## src/bpf_defs.vh

```
// constants for the block-receive and isochronous-transmit packet framer
`ifndef BPF_DEFS_VH
`define BPF_DEFS_VH
// ****************************************
// transaction codes
// ****************************************
`define BPF_TC_WR_BLK     4'h1
`define BPF_TC_WR_RESP    4'h2
`define BPF_TC_RD_BLK     4'h5
`define BPF_TC_RD_RESP    4'h7
`define BPF_TC_LOCK_REQ   4'h9
`define BPF_TC_ISO        4'hA
`define BPF_TC_LOCK_RESP  4'hB
// ****************************************
// retry and speed codes
// ****************************************
`define BPF_RT_NEW        2'h0
`define BPF_RT_RETRY_X    2'h1
`define BPF_RT_PHASE_A    2'h2
`define BPF_RT_PHASE_B    2'h3
`define BPF_SPD_100       2'h0
`define BPF_SPD_200       2'h1
`define BPF_SPD_400       2'h2
// ****************************************
// field values and widths
// ****************************************
`define BPF_PRIO_CABLE    4'h0
`define BPF_RCODE_W       4
`define BPF_QUAD_BYTES    16'h0004
// ****************************************
// status quadlet fields (lsb-0 numbering)
// ****************************************
`define BPF_ST_SPD        17:16
`define BPF_ST_ACK        3:0
// ****************************************
// isochronous transmit header fields
// ****************************************
`define BPF_ISO_LEN       31:16
`define BPF_ISO_TAG       15:14
`define BPF_ISO_CHAN      13:8
`define BPF_ISO_SPD       7:6
`define BPF_ISO_SY        3:0
`endif

```

## src/bpf_byte_packer.v

```verilog
// packs a byte stream into quadlets, byte 0 in the top lane, zero padded
module bpf_byte_packer (
  input  wire        clk,
  input  wire        reset_n,
  input  wire        in_valid,
  input  wire [7:0]  in_byte,
  input  wire        in_last,
  output wire        in_ready,
  output wire        out_valid,
  output wire [31:0] out_data,
  input  wire        out_ready
);
  reg  [31:0] word_r;
  reg  [1:0]  lane_r;
  reg         full_r;

  // no new byte while a finished quadlet waits
  assign in_ready  = !full_r;
  assign out_valid = full_r;
  assign out_data  = word_r;

  // ****************************************
  // lane fill
  // ****************************************
  always @(posedge clk or negedge reset_n)
  begin
    if (!reset_n)
    begin
      word_r <= 32'h0000_0000;
      lane_r <= 2'h0;
      full_r <= 1'b0;
    end
    else if (full_r)
    begin
      // clear so unused lanes read zero
      if (out_ready)
      begin
        full_r <= 1'b0;
        word_r <= 32'h0000_0000;
      end
    end
    else if (in_valid)
    begin
      // first byte lands in lane 0
      word_r[8'd31 - {lane_r, 3'b000} -: 8] <= in_byte;
      lane_r <= in_last ? 2'h0 : lane_r + 2'h1;
      full_r <= in_last || (lane_r == 2'h3);
    end
  end
endmodule // bpf_byte_packer

```

## src/bpf_quad_unpacker.v

```verilog
// splits one quadlet into up to four bytes, top lane first
module bpf_quad_unpacker (
  input  wire        clk,
  input  wire        reset_n,
  input  wire        load,
  input  wire [31:0] load_quad,
  input  wire [2:0]  load_count,
  output wire        busy,
  output wire        out_valid,
  output wire [7:0]  out_byte,
  input  wire        out_ready
);
  reg  [31:0] shift_r;
  reg  [2:0]  left_r;

  assign busy      = (left_r != 3'h0);
  assign out_valid = busy;
  assign out_byte  = shift_r[31:24];

  // ****************************************
  // byte shifter
  // ****************************************
  always @(posedge clk or negedge reset_n)
  begin
    if (!reset_n)
    begin
      shift_r <= 32'h0000_0000;
      left_r  <= 3'h0;
    end
    else if (load && !busy)
    begin
      shift_r <= load_quad;
      left_r  <= load_count;
    end
    else if (busy && out_ready)
    begin
      // pad lanes beyond the count are never shown
      shift_r <= {shift_r[23:0], 8'h00};
      left_r  <= left_r - 3'h1;
    end
  end
endmodule // bpf_quad_unpacker

```

## src/bpf_framer.v

```verilog
// block-receive and isochronous-transmit packet framer
// Behaviour
// - destination id is bus then node
// - transaction label passed to host
// - retry code new, x, phase a, b
// - priority zero on cable bus
// - destination offset forced quadlet aligned
// - lock response keeps top four code bits
// - length counts block data bytes only
// - write response length forced to zero
// - extended code passed with packet
// - first data byte in lane zero
// - final data quadlet zero padded
// - speed code 100, 200, 400 Mb/s
// - status holds the acknowledge we returned
// - send waiting iso packets after cycle start
// - iso length is payload byte count
// - iso packet sent at header speed
// - sync bits transmitted unchanged
// - header quadlets carry ids and control
// - no data for read request, write response
// - status quadlet follows every packet
`include "bpf_defs.vh"
module bpf_framer (
  input  wire        clk,
  input  wire        reset_n,
  // parsed header from the bus receiver
  input  wire        rx_hdr_valid,
  output wire        rx_hdr_ready,
  input  wire [9:0]  rx_dest_bus,
  input  wire [5:0]  rx_dest_node,
  input  wire [5:0]  rx_tlabel,
  input  wire [1:0]  rx_retry,
  input  wire [3:0]  rx_tcode,
  input  wire [3:0]  rx_priority,
  input  wire [15:0] rx_src_id,
  input  wire [15:0] rx_offset_hi,
  input  wire [31:0] rx_offset_lo,
  input  wire [15:0] rx_data_len,
  input  wire [15:0] rx_ext_tcode,
  // block data bytes from the bus receiver
  input  wire        rx_byte_valid,
  output wire        rx_byte_ready,
  input  wire [7:0]  rx_byte,
  // reception status from the bus receiver
  input  wire        rx_stat_valid,
  output wire        rx_stat_ready,
  input  wire [1:0]  rx_speed,
  input  wire [3:0]  ack_returned,
  // receive fifo write side
  output wire        rf_valid,
  input  wire        rf_ready,
  output wire [31:0] rf_data,
  // isochronous transmit fifo read side
  input  wire        itx_valid,
  output wire        itx_ready,
  input  wire [31:0] itx_data,
  // cycle start seen or sent on the bus
  input  wire        cycle_start,
  // toward the bus transmitter
  output wire        tx_start,
  output wire [15:0] tx_len,
  output wire [1:0]  tx_tag,
  output wire [5:0]  tx_chan,
  output wire [3:0]  tx_tcode,
  output wire [1:0]  tx_speed,
  output wire [3:0]  tx_sy,
  output wire        tx_byte_valid,
  input  wire        tx_byte_ready,
  output wire [7:0]  tx_byte,
  output wire        tx_last,
  output wire        tx_window
);
  // ****************************************
  // helpers
  // ****************************************
  // block packets whose data field is present
  function has_data;
    input [3:0] tc;
    begin
      has_data = (tc == `BPF_TC_WR_BLK) || (tc == `BPF_TC_RD_RESP) ||
                 (tc == `BPF_TC_LOCK_REQ) || (tc == `BPF_TC_LOCK_RESP);
    end
  endfunction

  // quadlets covering a byte count, rounded up
  function [15:0] quads_of;
    input [15:0] bytes;
    reg   [16:0] sum;
    begin
      sum      = {1'b0, bytes} + 17'h00003;
      quads_of = {1'b0, sum[16:2]};
    end
  endfunction

  // ****************************************
  // receive side state
  // ****************************************
  localparam [2:0] RX_IDLE = 3'h0;
  localparam [2:0] RX_H1   = 3'h1;
  localparam [2:0] RX_H2   = 3'h2;
  localparam [2:0] RX_H3   = 3'h3;
  localparam [2:0] RX_H4   = 3'h4;
  localparam [2:0] RX_DATA = 3'h5;
  localparam [2:0] RX_STAT = 3'h6;

  reg  [2:0]  rx_state_r;
  reg  [2:0]  rx_state_nxt;
  reg  [31:0] hq1_r;
  reg  [31:0] hq2_r;
  reg  [31:0] hq3_r;
  reg  [31:0] hq4_r;
  reg  [15:0] bytes_left_r;
  reg  [15:0] quads_left_r;
  reg         rf_valid_r;
  reg  [31:0] rf_data_r;
  reg         rf_load;
  reg  [31:0] rf_word;
  wire        can_load;
  wire        pk_valid;
  wire [31:0] pk_data;
  wire        pk_in_ready;
  wire        pk_take;
  wire        hdr_take;
  wire        stat_take;

  // output stage frees when empty or drained
  assign can_load      = !rf_valid_r || rf_ready;
  assign rf_valid      = rf_valid_r;
  assign rf_data       = rf_data_r;
  assign rx_hdr_ready  = (rx_state_r == RX_IDLE);
  assign hdr_take      = rx_hdr_valid && rx_hdr_ready;
  assign rx_stat_ready = (rx_state_r == RX_STAT) && can_load;
  assign stat_take     = rx_stat_valid && rx_stat_ready;
  assign pk_take       = (rx_state_r == RX_DATA) && can_load && pk_valid;
  // bytes past the stated length are held off
  assign rx_byte_ready = (rx_state_r == RX_DATA) && pk_in_ready &&
                         (bytes_left_r != 16'h0000);

  bpf_byte_packer u_packer (
    .clk       (clk),
    .reset_n   (reset_n),
    .in_valid  (rx_byte_valid && rx_byte_ready),
    .in_byte   (rx_byte),
    .in_last   (bytes_left_r == 16'h0001),
    .in_ready  (pk_in_ready),
    .out_valid (pk_valid),
    .out_data  (pk_data),
    .out_ready (pk_take)
  );

  // ****************************************
  // header capture
  // ****************************************
  always @(posedge clk or negedge reset_n)
  begin
    if (!reset_n)
    begin
      hq1_r <= 32'h0000_0000;
      hq2_r <= 32'h0000_0000;
      hq3_r <= 32'h0000_0000;
      hq4_r <= 32'h0000_0000;
    end
    else if (hdr_take)
    begin
      hq1_r <= {rx_dest_bus, rx_dest_node, rx_tlabel, rx_retry,
                rx_tcode, `BPF_PRIO_CABLE};
      if (rx_tcode == `BPF_TC_LOCK_RESP)
        hq2_r <= {rx_src_id, rx_offset_hi[15:12], 12'h000};
      else
        hq2_r <= {rx_src_id, rx_offset_hi};
      hq3_r <= {rx_offset_lo[31:2], 2'b00};
      if (rx_tcode == `BPF_TC_WR_RESP)
        hq4_r <= {16'h0000, rx_ext_tcode};
      else
        hq4_r <= {rx_data_len, rx_ext_tcode};
    end
  end

  // ****************************************
  // data byte and quadlet counters
  // ****************************************
  always @(posedge clk or negedge reset_n)
  begin
    if (!reset_n)
    begin
      bytes_left_r <= 16'h0000;
      quads_left_r <= 16'h0000;
    end
    else if (hdr_take)
    begin
      // read request, write response: no data
      if (has_data(rx_tcode))
      begin
        bytes_left_r <= rx_data_len;
        quads_left_r <= quads_of(rx_data_len);
      end
      else
      begin
        bytes_left_r <= 16'h0000;
        quads_left_r <= 16'h0000;
      end
    end
    else
    begin
      if (rx_byte_valid && rx_byte_ready)
        bytes_left_r <= bytes_left_r - 16'h0001;
      if (pk_take)
        quads_left_r <= quads_left_r - 16'h0001;
    end
  end

  // ****************************************
  // receive sequencer, next state and word
  // ****************************************
  always @*
  begin
    rx_state_nxt = rx_state_r;
    rf_load      = 1'b0;
    rf_word      = 32'h0000_0000;
    case (rx_state_r)
      RX_IDLE:
        if (hdr_take)
          rx_state_nxt = RX_H1;
      RX_H1:
        if (can_load)
        begin
          rf_load      = 1'b1;
          rf_word      = hq1_r;
          rx_state_nxt = RX_H2;
        end
      RX_H2:
        if (can_load)
        begin
          rf_load      = 1'b1;
          rf_word      = hq2_r;
          rx_state_nxt = RX_H3;
        end
      RX_H3:
        if (can_load)
        begin
          rf_load      = 1'b1;
          rf_word      = hq3_r;
          rx_state_nxt = RX_H4;
        end
      RX_H4:
        if (can_load)
        begin
          rf_load      = 1'b1;
          rf_word      = hq4_r;
          rx_state_nxt = (quads_left_r == 16'h0000) ? RX_STAT : RX_DATA;
        end
      RX_DATA:
        if (pk_take)
        begin
          rf_load = 1'b1;
          rf_word = pk_data;
          if (quads_left_r == 16'h0001)
            rx_state_nxt = RX_STAT;
        end
      RX_STAT:
        if (stat_take)
        begin
          rf_load = 1'b1;
          rf_word[`BPF_ST_SPD] = rx_speed;
          rf_word[`BPF_ST_ACK] = ack_returned;
          rx_state_nxt = RX_IDLE;
        end
      default:
        rx_state_nxt = RX_IDLE;
    endcase
  end

  // ****************************************
  // receive state and fifo word register
  // ****************************************
  always @(posedge clk or negedge reset_n)
  begin
    if (!reset_n)
    begin
      rx_state_r <= RX_IDLE;
      rf_valid_r <= 1'b0;
      rf_data_r  <= 32'h0000_0000;
    end
    else
    begin
      rx_state_r <= rx_state_nxt;
      if (rf_load)
      begin
        rf_valid_r <= 1'b1;
        rf_data_r  <= rf_word;
      end
      else if (rf_ready)
        rf_valid_r <= 1'b0;
    end
  end

  // ****************************************
  // isochronous transmit side
  // ****************************************
  localparam [1:0] TX_IDLE = 2'h0;
  localparam [1:0] TX_DATA = 2'h1;
  localparam [1:0] TX_END  = 2'h2;

  reg  [1:0]  tx_state_r;
  reg         window_r;
  reg         tx_start_r;
  reg  [15:0] tx_len_r;
  reg  [1:0]  tx_tag_r;
  reg  [5:0]  tx_chan_r;
  reg  [1:0]  tx_speed_r;
  reg  [3:0]  tx_sy_r;
  reg  [15:0] tx_left_r;
  reg  [15:0] tx_unsent_r;
  wire        up_busy;
  wire        up_load;
  wire        itx_take;
  wire [2:0]  up_count;

  assign tx_start  = tx_start_r;
  assign tx_len    = tx_len_r;
  assign tx_tag    = tx_tag_r;
  assign tx_chan   = tx_chan_r;
  assign tx_tcode  = `BPF_TC_ISO;
  assign tx_speed  = tx_speed_r;
  assign tx_sy     = tx_sy_r;
  assign tx_window = window_r;
  // header taken only inside a cycle window, payload while bytes remain
  assign itx_ready = ((tx_state_r == TX_IDLE) && window_r) ||
                     ((tx_state_r == TX_DATA) && !up_busy &&
                      (tx_left_r != 16'h0000));
  assign itx_take  = itx_valid && itx_ready;
  assign up_load   = itx_take && (tx_state_r == TX_DATA);
  // last quadlet may carry fewer than four payload bytes
  assign up_count  = (tx_left_r >= `BPF_QUAD_BYTES) ? 3'h4 : tx_left_r[2:0];
  // only the byte that empties the unsent count is last
  assign tx_last   = tx_byte_valid && (tx_unsent_r == 16'h0001);

  bpf_quad_unpacker u_unpacker (
    .clk        (clk),
    .reset_n    (reset_n),
    .load       (up_load),
    .load_quad  (itx_data),
    .load_count (up_count),
    .busy       (up_busy),
    .out_valid  (tx_byte_valid),
    .out_byte   (tx_byte),
    .out_ready  (tx_byte_ready)
  );

  // ****************************************
  // cycle window
  // ****************************************
  // open on cycle start, shut once the queue runs dry between packets;
  // a cycle start in the closing cycle wins
  always @(posedge clk or negedge reset_n)
  begin
    if (!reset_n)
      window_r <= 1'b0;
    else if (cycle_start)
      window_r <= 1'b1;
    else if ((tx_state_r == TX_IDLE) && !itx_valid)
      window_r <= 1'b0;
  end

  // ****************************************
  // transmit sequencer
  // ****************************************
  always @(posedge clk or negedge reset_n)
  begin
    if (!reset_n)
    begin
      tx_state_r <= TX_IDLE;
      tx_start_r <= 1'b0;
      tx_len_r   <= 16'h0000;
      tx_tag_r   <= 2'h0;
      tx_chan_r  <= 6'h00;
      tx_speed_r <= `BPF_SPD_100;
      tx_sy_r    <= 4'h0;
      tx_left_r  <= 16'h0000;
      tx_unsent_r <= 16'h0000;
    end
    else
    begin
      tx_start_r <= 1'b0;
      if (tx_byte_valid && tx_byte_ready)
        tx_unsent_r <= tx_unsent_r - 16'h0001;
      case (tx_state_r)
        TX_IDLE:
          if (itx_take)
          begin
            tx_len_r   <= itx_data[`BPF_ISO_LEN];
            tx_left_r  <= itx_data[`BPF_ISO_LEN];
            tx_unsent_r <= itx_data[`BPF_ISO_LEN];
            tx_tag_r   <= itx_data[`BPF_ISO_TAG];
            tx_chan_r  <= itx_data[`BPF_ISO_CHAN];
            tx_speed_r <= itx_data[`BPF_ISO_SPD];
            tx_sy_r    <= itx_data[`BPF_ISO_SY];
            tx_start_r <= 1'b1;
            tx_state_r <= TX_DATA;
          end
        TX_DATA:
          if (up_load)
            tx_left_r <= tx_left_r - {13'h0000, up_count};
          else if (!up_busy && (tx_left_r == 16'h0000))
            tx_state_r <= TX_END;
        TX_END:
          tx_state_r <= TX_IDLE;
        default:
          tx_state_r <= TX_IDLE;
      endcase
    end
  end
endmodule // bpf_framer

```

## config.mk

```make
export PLATFORM = sky130hd
export DESIGN_NAME = bpf_framer
export DESIGN_NICKNAME = d
export VERILOG_FILES = /design/src/bpf_byte_packer.v /design/src/bpf_quad_unpacker.v /design/src/bpf_framer.v
export VERILOG_INCLUDE_DIRS = /design/src
export SDC_FILE = /design/constraint.sdc
export NUM_CORES = 1
export LEC_CHECK = 0
export ABC_AREA = 1
export BUFFER_PORTS_ARGS = -buffer_cell sky130_fd_sc_hd__buf_4
export CAP_MARGIN = 25
export CORE_MARGIN = 4
export CORE_UTILIZATION = 62
export CTS_CLUSTER_SIZE = 28
export DETAILED_ROUTE_END_ITERATION = 10
export HOLD_SLACK_MARGIN = 0.1
export PLACE_DENSITY_LB_ADDON = 0.1
export REMOVE_ABC_BUFFERS = 1
export SLEW_MARGIN = 40
export SYNTH_ARGS = -nofsm -noshare
export SYNTH_HDL_FRONTEND = slang
export SYNTH_HIERARCHICAL = 1
export SYNTH_SLANG_ARGS = --single-unit
```

## constraint.sdc

```tcl
create_clock -name clk -period 7 [get_ports clk]
set_input_delay 0.7 -clock clk [delete_from_list [all_inputs] [get_ports clk]]
set_output_delay 0.7 -clock clk [all_outputs]
set_load 0.02 [all_outputs]
```

# [Yosys cells after proc, flatten, opt, wreduce, memory -nomap -nowiden]
# Cells that the tools add are included.
[totals] register_bits=326 in_bits=183 out_inout_bits=83 word_cells=177
[classes] n_addsub=9 order_cmp=1 n_eq_ne=29 shift=2 muxes=62 n_bitwise=1 n_reduce_logical=49
[ops] op="two-way mux 32 bit" count=11
[ops] op="two-way mux 16 bit" count=10
[ops] op="one-hot mux 14 bit (5 select lines)" count=1
[ops] op="one-hot mux 12 bit (5 select lines)" count=1
[ops] op="equality test 16 x 1 -> 1 bit, second input constant" count=3
[ops] op="subtractor 16 x 1 -> 16 bit, second input constant" count=3
[ops] op="variable shift 8 x 10 -> 39 bit, first input constant" count=1
[ops] op="variable part select 8 x 10 -> 39 bit" count=1
[ops] op="two-way mux 3 bit" count=11
[ops] op="bitwise mux 32 bit" count=1
[ops] op="logical NOT 16 bit" count=2
[ops] op="one-hot mux 16 bit (2 select lines)" count=1
[ops] op="nonzero test 16 bit" count=2
[ops] op="one-hot mux 4 bit (6 select lines)" count=1
[ops] op="one-hot mux 3 bit (7 select lines)" count=1
[ops] op="logical AND 1 bit" count=18
[ops] op="!= test 2 bit, second input constant" count=9
[ops] op="adder 16 x 2 -> 17 bit, second input constant" count=1
[ops] op="greater-or-equal comparator 16 x 3 -> 1 bit, second input constant" count=1
[ops] op="subtractor 16 x 3 -> 16 bit" count=1
[ops] op="two-way mux 15 bit" count=1
[ops] op="nonzero test 2 bit" count=7
[ops] op="two-way mux 1 bit" count=12
[ops] op="two-way mux 12 bit" count=1
[ops] op="29 further kinds" count=52

# [Logic depth before layout (Yosys ltp)]
# Gate-level depths: netlist (run 1).
[depth] depth_word=9 ltp_mapped=18 mapped_depth_nobuf=13

# [Cells and area by module]
# The synthesis (run 1) kept the hierarchy.
[by_module_without_submodules] mod="bpf_framer" instances=1 cells_per_inst=1757 area_per_inst_um2=13116.3 seq_area_each_um2=6406.1
[by_module_without_submodules] mod="bpf_quad_unpacker" instances=1 cells_per_inst=259 area_per_inst_um2=1995.7 seq_area_each_um2=875.8
[by_module_without_submodules] mod="bpf_byte_packer" instances=1 cells_per_inst=216 area_per_inst_um2=1796.7 seq_area_each_um2=875.8

# [Worst setup path before layout (run 1)]
# Ideal clock, no wire load.
[synth_timing] path_kind="reg2reg" from="register u_unpacker.left_r[0]" to="register u_unpacker.shift_r[1]" setup_time_ns=0.116 t_arrival_ns=2.343 t_required_ns=6.884 setup_slack_ns=4.540 path_stages_with_launch=19 path_buffers=5 period_less_slack_ns=2.460 cell_sequence="dfrtp_1 > inv_1 > ha_1 > buf_6 > nand2_4 > buf_2 > nor2_1 > nand2_1 > nand2_2 > nand2_1 > buf_2 > nor2_1 > buf_2 > nand3_4 > nand2_4 > inv_4 > buf_12 > nand2_1 > nand2_1"
[synth_between] elab_chain_len=9 word_cells_on_any_way=11 classes_between="mux (1); reduce/logical (10)"
[synth_lines] element="from (decl)" line_no="bpf_quad_unpacker.v:14" rtl="reg [2:0] left_r;"
[synth_lines] element="from (signal assigned)" line_no="bpf_quad_unpacker.v:33" rtl="left_r <= load_count;"
[synth_lines] element="from (signal assigned)" line_no="bpf_quad_unpacker.v:39" rtl="left_r <= left_r - 3'h1;"
[synth_lines] element="nonzero test 3 bit *" line_no="bpf_quad_unpacker.v:16" rtl="assign busy = (left_r != 3'h0);"
[synth_lines] element="via up_busy" line_no="bpf_framer.v:315" rtl="wire up_busy;"
[synth_lines] element="logical NOT 1 bit *" line_no="bpf_framer.v:330" rtl="((tx_state_r == TX_DATA) && !up_busy &&"
[synth_lines] element="logical AND 1 bit * (2 in series)" line_no="bpf_framer.v:330"
[synth_lines] element="logical OR 1 bit *" line_no="bpf_framer.v:329" rtl="assign itx_ready = ((tx_state_r == TX_IDLE) && window_r) ||"
[synth_lines] element="via itx_ready" line_no="bpf_framer.v:56" rtl="output wire itx_ready,"
[synth_lines] element="logical AND 1 bit *" line_no="bpf_framer.v:332" rtl="assign itx_take = itx_valid && itx_ready;"
[synth_lines] element="logical AND 1 bit *" line_no="bpf_framer.v:333" rtl="assign up_load = itx_take && (tx_state_r == TX_DATA);"
[synth_lines] element="via up_load" line_no="bpf_framer.v:316" rtl="wire up_load;"
[synth_lines] element="logical AND 1 bit *" line_no="bpf_quad_unpacker.v:30" rtl="else if (load && !busy)"
[synth_lines] element="two-way mux 32 bit / nonzero test 2 bit (equally long branches)"
[synth_lines] element="to (signal assigned)" line_no="bpf_quad_unpacker.v:32" rtl="shift_r <= load_quad;"
[synth_lines] element="to (signal assigned)" line_no="bpf_quad_unpacker.v:38" rtl="shift_r <= {shift_r[23:0], 8'h00};"
[synth_lines] element="to (decl)" line_no="bpf_quad_unpacker.v:13" rtl="reg [31:0] shift_r;"
# The timed path passes the listed nets; every way through them passes the cells marked *.
# A chain may end at the register's enable or synchronous reset.

# [Final worst setup path (run 1)]
[layout_timing] from="register u_unpacker.left_r[0]" to="register u_unpacker.shift_r[13]"
[layout_between] elab_chain_len=9 word_cells_on_any_way=11 classes_between="mux (1); reduce/logical (10)"
[layout_lines] element="nonzero test 3 bit *" line_no="bpf_quad_unpacker.v:16"
[layout_lines] element="logical NOT 1 bit *" line_no="bpf_framer.v:330"
[layout_lines] element="logical AND 1 bit * (2 in series)" line_no="bpf_framer.v:330"
[layout_lines] element="logical OR 1 bit *" line_no="bpf_framer.v:329"
[layout_lines] element="logical AND 1 bit *" line_no="bpf_framer.v:332"
[layout_lines] element="logical AND 1 bit *" line_no="bpf_framer.v:333"
[layout_lines] element="via up_load" line_no="bpf_framer.v:316"
[layout_lines] element="logical AND 1 bit *" line_no="bpf_quad_unpacker.v:30"
[layout_lines] element="two-way mux 32 bit / nonzero test 2 bit (equally long branches)"
# Marks and branches as above.

==> results of run 1 <==
cells in the mapped netlist (all sizes together):
library cell and n:
clkbuf 30, nor3b 1, o31ai 2, a32oi 1, o211ai 4, o21ai 171
or2 5, o221ai 2, a21o 1, conb 2, nand4 51, nor2 177
nor4 1, buf 82, nand3 164, dfrtp 326, inv 209, xor2 15
nand3b 4, o21bai 2, a22oi 4, o32ai 3, xnor2 4, a211o 10
a31oi 5, nor3 19, a21boi 1, nand2 854, ha 16, a21oi 15
o21a 1, o22ai 48, and2 1, clkinv 1
cell families after synthesis:
kind of cell | after synthesis
fa+ha+maj | 16
compound gates | 270
other cells | 2
flops | 326
simple gates | 1277
buf+inv | 322
xor+xnor | 19
worst paths after layout:
| check | start | cells past startpoint | end |
|---|---|---|---|
| min in group clk | cycle_start | 3 | tx_window |
| setup reg to reg | u_unpacker/left_r[0] | 14 | u_unpacker/shift_r[13] |
| hold reg to reg | hq3_r[24] | 2 | hq3_r[24] |
| setup / recovery | u_unpacker/left_r[0] | 14 | u_unpacker/shift_r[13] |
| hold / removal | reset_n | 1 | tx_len[11] |
| max in group asynchronous | reset_n | 3 | u_packer/out_data[3] |
final cells by class:
class	instances	area, um^2
clock buffers	54	1140
well taps	341	426.7
flip-flops and latches	326	8158
clock inverters	9	98.84
multi-input cells	1587	7341
inverters	210	793.3
fillers	2128	6855
repair buffers	268	2063
power by group through the flow:
stage / registers (uW) / logic [uW] / clock network (uW)
floorplan: 2950 / 2020 / 0
global placement: 2910 / 2970 / 0
detailed placement: 2940 / 3080 / 0
CTS: 2910 / 3110 / 1980
global route: 2990 / 3540 / 2070
finish: 2920 / 3140 / 1960
flip-flops by register name (all words and copies together), names as in the netlist, 2 cells and up:
name / flops
bytes_left_r: 16
hq1_r: 28
hq2_r: 32
hq3_r: 30
hq4_r: 32
quads_left_r: 16
rf_data: 32
rx_state_r: 3
tx_chan: 6
tx_left_r: 16
tx_len: 16
tx_speed: 2
tx_state_r: 2
tx_sy: 4
tx_tag: 2
tx_unsent_r: 16
u_packer/lane_r: 2
u_packer/out_data: 32
u_unpacker/left_r: 3
u_unpacker/shift_r: 32
through the flow:
step                utilization (%)  cells  hold slack, ps  setup WS (ps)
detailed placement            69.84   2732           458.9           3196
finish                        74.49   2795           145.5           3160
floorplan                         -   2123           404.4           1442
CTS                           74.45   2795           160.6           3149
global route                  74.49   2795           195.5           2875
global placement              69.66   2731           453.5           3032
per-layer routing:
| layer | vias to the layer above | routed length, um | track usage (%) |
|---|---|---|---|
| li1 | 7509 | - | - |
| met1 | 7450 | 20210 | 43.13 |
| met2 | 752 | 22110 | 49.68 |
| met3 | 146 | 3708 | 5.706 |
| met4 | 2 | 2266 | 13.83 |
| met5 | - | 8 | 0 |
critical path, stage by stage (launching register included):
cell     delay (ps)
dfrtp_1         380
inv_1           100
ha_2            590
nand2_4         300
nor2_1          170
nand2_1          70
nand2_2         110
nand2_1         440
nor2_1          300
buf_4           350
nand3_4         250
nand2_4         260
inv_4           190
nand2_1         110
nand2_1          60
==> results.py, run 1 <==
metrics = {
    "outcome": {
        "status": "finished, final reports clean",
    },
    "synthesis": {
        "syn_area_um2": 16910,
        "synth-simple-area-share_pct": 32.03,
        "yosys.area.top_type": "dfrtp_1",
        "synth_compound_area_share_pct": 8.961,
        "yosys.area_share.adder_pct": 1.184,
        "synth_cell_types": 48,
        "syn_area_per_cell_um2": 7.576,
        "synthMuxAreaShare_pct": 0,
        "synth_xor_area_share_pct": 0.9842,
        "netlist_instances": 2232,
        "yosysWarnings": 6,
        "synth_top_family_by_area": "simple AND/OR/NAND/NOR gates",
        "synth_area_leaders": "dfrtp_1, nand2_1, o21ai_0",
        "synth-seq-cells": 326,
        "ys_seq_area_share_pct": 48.25,
        "synth_top_area_share_pct": 48.25,
    },
    "floorplan": {
        "core_um2": 26880,
        "start_util_pct": 62.91,
        "placementRows": 60,
        "die_y_um": 173.1,
        "die-area_um2": 29980,
        "die_x_um": 173.1,
        "io_pins": 266,
    },
    "global_route": {
        "grt_pass1_wl_mm": 77.96,
        "grt_pass1_vias": 15360,
        "grtUsageTotal_pct": 31.47,
        "overflow": 0,
        "antenna_found_initial": 1,
        "grt_max_degree": 115,
    },
    "clocking": {
        "cts.path.max_buffers": 3,
        "cts_setup_buffers": 0,
        "clkSinkCount": 326,
        "clkTransAtPathRegs_ps": 60,
        "ctsResizeCount": 0,
        "cts_buffers": 35,
        "clock_latency_ps": 520,
        "tritoncts": "done",
        "cts_hold_buf": 0,
        "cts_max_level": 2,
        "root_buffer": "clkbuf_16",
    },
    "timing": {
        "finalHoldViolCount": 0,
        "rsz0062_at_grt": "no",
        "max_slew.worst_pin.slew_ps": 922.0,
        "maxSlewHeadroom_pct": 38.36,
        "fmax_ghz": 0.2604,
        "clock_skew_ps": 14.13,
        "slew_violations": 0,
        "fin_crit_ps": 3840,
        "fin_crit_sh_pct": 54.86,
        "setup_tns_ps": 0,
        "setup_violations": 0,
    },
    "finish": {
        "nets": 2627,
        "layout_commonest_cell": "nand2_1",
        "area_delta_synth_final_pct": 18.40,
        "drive_gt1_share_pct": 16.01,
        "antenna_cells": 0,
        "layout_common_cells": "nand2_1, dfrtp_1, buf_4",
        "finalInstanceArea_um2": 20020,
    },
    "power": {
        "pwr-share-clk_pct": 24.4,
        "power_frac_seq_pct": 36.5,
        "total_leakage_power_uw": 0.01068,
        "total_power_uw": 8022,
        "power.switching_uw": 3268,
        "p_comb_share_pct": 39.2,
        "power_per_cell_area_nw_per_um2": 400.7,
        "swShare_pct": 40.74,
        "internal_power_uw": 4754,
        "ir_drop_mv": 0.2427,
    },
    "flow_run": {
        "maxCapViolCount": 0,
    },
    "detailed_routing": {
        "ant_nets": 0,
        "finalWirelength_mm": 48.31,
        "drt_iter0_markers": 1623,
        "wl_per_cell_um": 17.28,
        "vias": 15860,
        "drc": 0,
        "firstDrtPassIters": 6,
        "vias_per_cell": 5.674,
    },
    "setup_path": {
        "cp-start-kind": "flip-flop",
        "crit_type": "flip-flop to flip-flop",
        "required_ps": 7400,
        "end_kind": "flip-flop",
        "cp.arrival_ps": 4240,
        "critical_path.max_fanout": 33,
        "regToRegSetupSlack_ps": 3160,
    },
    "placed_design": {
        "portBuffers": 255,
        "dpl.hpwl_mm": 33.40,
        "place_area_um2": 18770,
        "gp_congestion": 0.9274,
    },
    "hold_path": {
        "hold_path.class": "input port to async pin",
    },
}
Power figures use the tool's default switching activity.
==> inputs of run 2 (changes only) <==
--- a/config.mk
+++ b/config.mk
@@ -6,11 +6,11 @@
 export SDC_FILE = /design/constraint.sdc
 export NUM_CORES = 1
 export LEC_CHECK = 0
-export ABC_AREA = 1
+export ABC_AREA = 0
 export BUFFER_PORTS_ARGS = -buffer_cell sky130_fd_sc_hd__buf_4
 export CAP_MARGIN = 25
 export CORE_MARGIN = 4
-export CORE_UTILIZATION = 62
+export CORE_UTILIZATION = 51
 export CTS_CLUSTER_SIZE = 28
 export DETAILED_ROUTE_END_ITERATION = 10
 export HOLD_SLACK_MARGIN = 0.1
==> constraint.sdc (replaced) <==
create_clock -name clk -period 3.1 [get_ports clk]
set_input_delay 0.31 -clock clk [delete_from_list [all_inputs] [get_ports clk]]
set_output_delay 0.31 -clock clk [all_outputs]
set_load 0.02 [all_outputs]
==> run 2 against run 1 <==
Net effect:
- area after synthesis fell by 5.5%
- sequential power rose by 140%
- die area rose by 14%
- combinational power rose by 130%
- wire length rose by 3.5%
- highest routed layer unchanged
- total power rose by 130%
- non-clock buffer count rose by 207
- clock skew fell by 4.3 ps
- register-to-register slack got worse by 2900 ps
==> results.py, run 2 <==
metrics = {
    "floorplan": {
        "placementRows": 64,
        "die_y_um": 185.0,
        "core_um2": 30750,
        "die-area_um2": 34210,
        "io_pins": 266,
        "die_x_um": 185.0,
        "start_util_pct": 51.94,
    },
    "clocking": {
        "tritoncts": "done",
        "clkTransAtPathRegs_ps": 60,
        "cts.path.max_buffers": 3,
        "root_buffer": "clkbuf_16",
        "clock_latency_ps": 520,
        "clkSinkCount": 326,
        "ctsResizeCount": 0,
        "cts_max_level": 2,
        "cts_buffers": 37,
    },
    "detailed_routing": {
        "finalWirelength_mm": 49.98,
        "vias_per_cell": 5.723,
        "drt_iter0_markers": 1175,
        "firstDrtPassIters": 8,
        "wl_per_cell_um": 19.81,
        "vias": 14440,
        "drc": 0,
        "ant_nets": 0,
    },
    "synthesis": {
        "synthMuxAreaShare_pct": 4.332,
        "yosysWarnings": 6,
        "synth-edff-count": 0,
        "ys_seq_area_share_pct": 51.08,
        "syn_area_um2": 15970,
        "synth_cell_types": 86,
        "async_flop_share_pct": 100.0,
        "yosys.area.top_type": "dfrtp_1",
        "synth_top_area_share_pct": 51.08,
        "synth_top_flop_cell": "dfrtp_1",
        "yosys.area_share.adder_pct": 1.253,
        "synth-simple-area-share_pct": 20.46,
        "synth-seq-cells": 326,
        "synth_most_common_cell": "nand2_1",
        "synth_top_family_by_area": "simple AND/OR/NAND/NOR gates",
        "netlist_instances": 1704,
        "synth_xor_area_share_pct": 2.248,
        "syn_area_per_cell_um2": 9.373,
        "synth_area_leaders": "dfrtp_1, nand2_1, o21ai_0",
        "synth_compound_area_share_pct": 15.46,
        "synth_common_cells": "nand2_1, dfrtp_1, nor2_1",
    },
    "finish": {
        "utilization_pct": 68.73,
        "drive_gt1_share_pct": 19.90,
        "nets": 2300,
        "seqCellArea_um2": 8160,
        "area_delta_synth_final_pct": 32.32,
        "layout_common_cells": "nand2_1, dfrtp_1, buf_4",
        "layout_commonest_cell": "nand2_1",
        "nFillCells": 2387,
        "multi_input_area_um2": 7032,
    },
    "timing": {
        "setup_tns_ps": 0,
        "finalHoldViolCount": 0,
        "setup_violations": 0,
        "fmax_ghz": 0.3429,
        "fin_crit_ps": 2917,
        "maxSlewHeadroom_pct": 43.08,
        "clock_skew_ps": 9.789,
        "holdWs_ps": 195.9,
        "fin_crit_sh_pct": 94.09,
        "max_slew.worst_pin.slew_ps": 847.3,
        "rsz0062_at_grt": "no",
        "slew_violations": 0,
    },
    "global_route": {
        "grt_max_degree": 118,
        "grtUsageTotal_pct": 28.94,
        "overflow": 0,
        "grt_pass1_wl_mm": 78.99,
        "grt_pass1_vias": 14380,
        "antenna_found_initial": 1,
    },
    "setup_path": {
        "cp.arrival_ps": 2610,
        "rr_worst_depth": 7,
        "cp_slowest_cell": "or4_1",
        "cp_common_cell": "buf_4",
        "crit_type": "flip-flop to output pin",
        "cp_slowest_stage_delay_ps": 690,
        "path_cells": "or4_1, nor4_4, buf_4, nand2_1, nand3b_1, a21oi_1, buf_4",
        "cp-start-kind": "flip-flop",
        "r2r_end": "u_unpacker/shift_r[18]",
        "critical_path.max_fanout": 7,
        "r2r-start": "tx_left_r[5]",
        "required_ps": 2790,
        "regToRegSetupSlack_ps": 280,
        "end_kind": "output pin",
    },
    "power": {
        "power.switching_uw": 7055,
        "swShare_pct": 38.09,
        "total_leakage_power_uw": 0.01004,
        "power_frac_seq_pct": 38.6,
        "pwr-share-clk_pct": 22.7,
        "power_per_cell_area_nw_per_um2": 876.3,
        "total_power_uw": 18520,
        "ir_drop_mv": 0.5441,
        "p_comb_share_pct": 38.7,
        "internal_power_uw": 11460,
    },
    "hold_path": {
        "holdPathStages": 3,
        "holdPathEnd": "u_unpacker/left_r[1]",
        "hold_path.class": "input port to flip-flop",
        "min-delay-start": "tx_byte_ready",
    },
    "flow_run": {
        "maxCapViolCount": 0,
    },
    "placed_design": {
        "portBuffers": 255,
        "gp_congestion": 0.9391,
        "dpl.hpwl_mm": 33.32,
    },
    "outcome": {
        "status": "finished, final reports clean",
    },
}
-- run 2: cell count changes after synthesis, moves of 40 or more --
cell | previous run | this run
nand2_1 | 829 | 473
inv_1 | 197 | 58
nand3_1 | 152 | 22
nor2_1 | 172 | 82
o21ai_0 | 170 | 81
a22o_1 | 0 | 40
-- run 2: what timing repair did --
item,in CTS,in global routing
setup buffers,0,0
hold buffers,170,0
endpoints found under the hold margin,296,0
-- run 2: cells by family after synthesis --
kind of cell / Yosys count
buffers and inverters: 181
adder cells (fa/ha/maj): 16
flip-flops: 326
other: 2
AND/OR/NAND/NOR: 736
multiplexers: 65
AO/OA/AOI/OAI: 337
XOR/XNOR: 41
-- run 2: metal layers --
layer	wire (um)	track usage, %	vias up
met5	13	0	-
li1	-	-	6696
met4	1606	9.454	2
met3	3932	6.167	107
met2	22460	44.09	556
met1	21970	41.72	7078
-- run 2: worst max-delay path by stage --
stage,startpoint,endpoint,slack [ps],depth (start not counted)
floorplan,rx_state_r[1],bytes_left_r[2],-8050,5
global placement,tx_left_r[5],u_unpacker/shift_r[20],230,7
detailed placement,tx_left_r[5],u_unpacker/shift_r[20],210,7
CTS,u_unpacker/left_r[0],u_unpacker/shift_r[18],160,11
global route,tx_left_r[5],itx_ready,70,7
finish,tx_left_r[5],itx_ready,180,7
-- run 2: area by class of cell --
class | count | area share, %
well taps | 396 | 2.344
diodes | 1 | 0.01184
clock buffers | 53 | 5.009
clock inverters | 11 | 0.4499
flip-flops and latches | 326 | 38.61
inverters | 61 | 1.083
repair buffers | 475 | 19.22
multi-input cells | 1200 | 33.27
-- run 2: worst max-delay path: cells and delay by family (launching register included) --
kind	cells	cell delay [ps]
flops	1	430
simple gates	4	1190
buf+inv	2	380
compound gates	1	90
-- run 2: through the flow --
step / std cells / setup WS [ps] / instance area, um^2
finish: 2523 / 183.3 / 21130
detailed placement: 2288 / 212.3 / 18280
global placement: 2288 / 234.5 / 18280
CTS: 2522 / 156.0 / 21130
global route: 2522 / 73.69 / 21130
floorplan: 1587 / -8047 / 15390
-- run 2: power by group through the flow --
stage,clock [uW],sequential (uW),combinational (uW)
after floorplan,0,7230,4160
after global placement,0,7130,6700
after detailed placement,0,7170,6880
after CTS,4280,7120,7100
after global routing,4460,7340,7900
final,4200,7150,7170
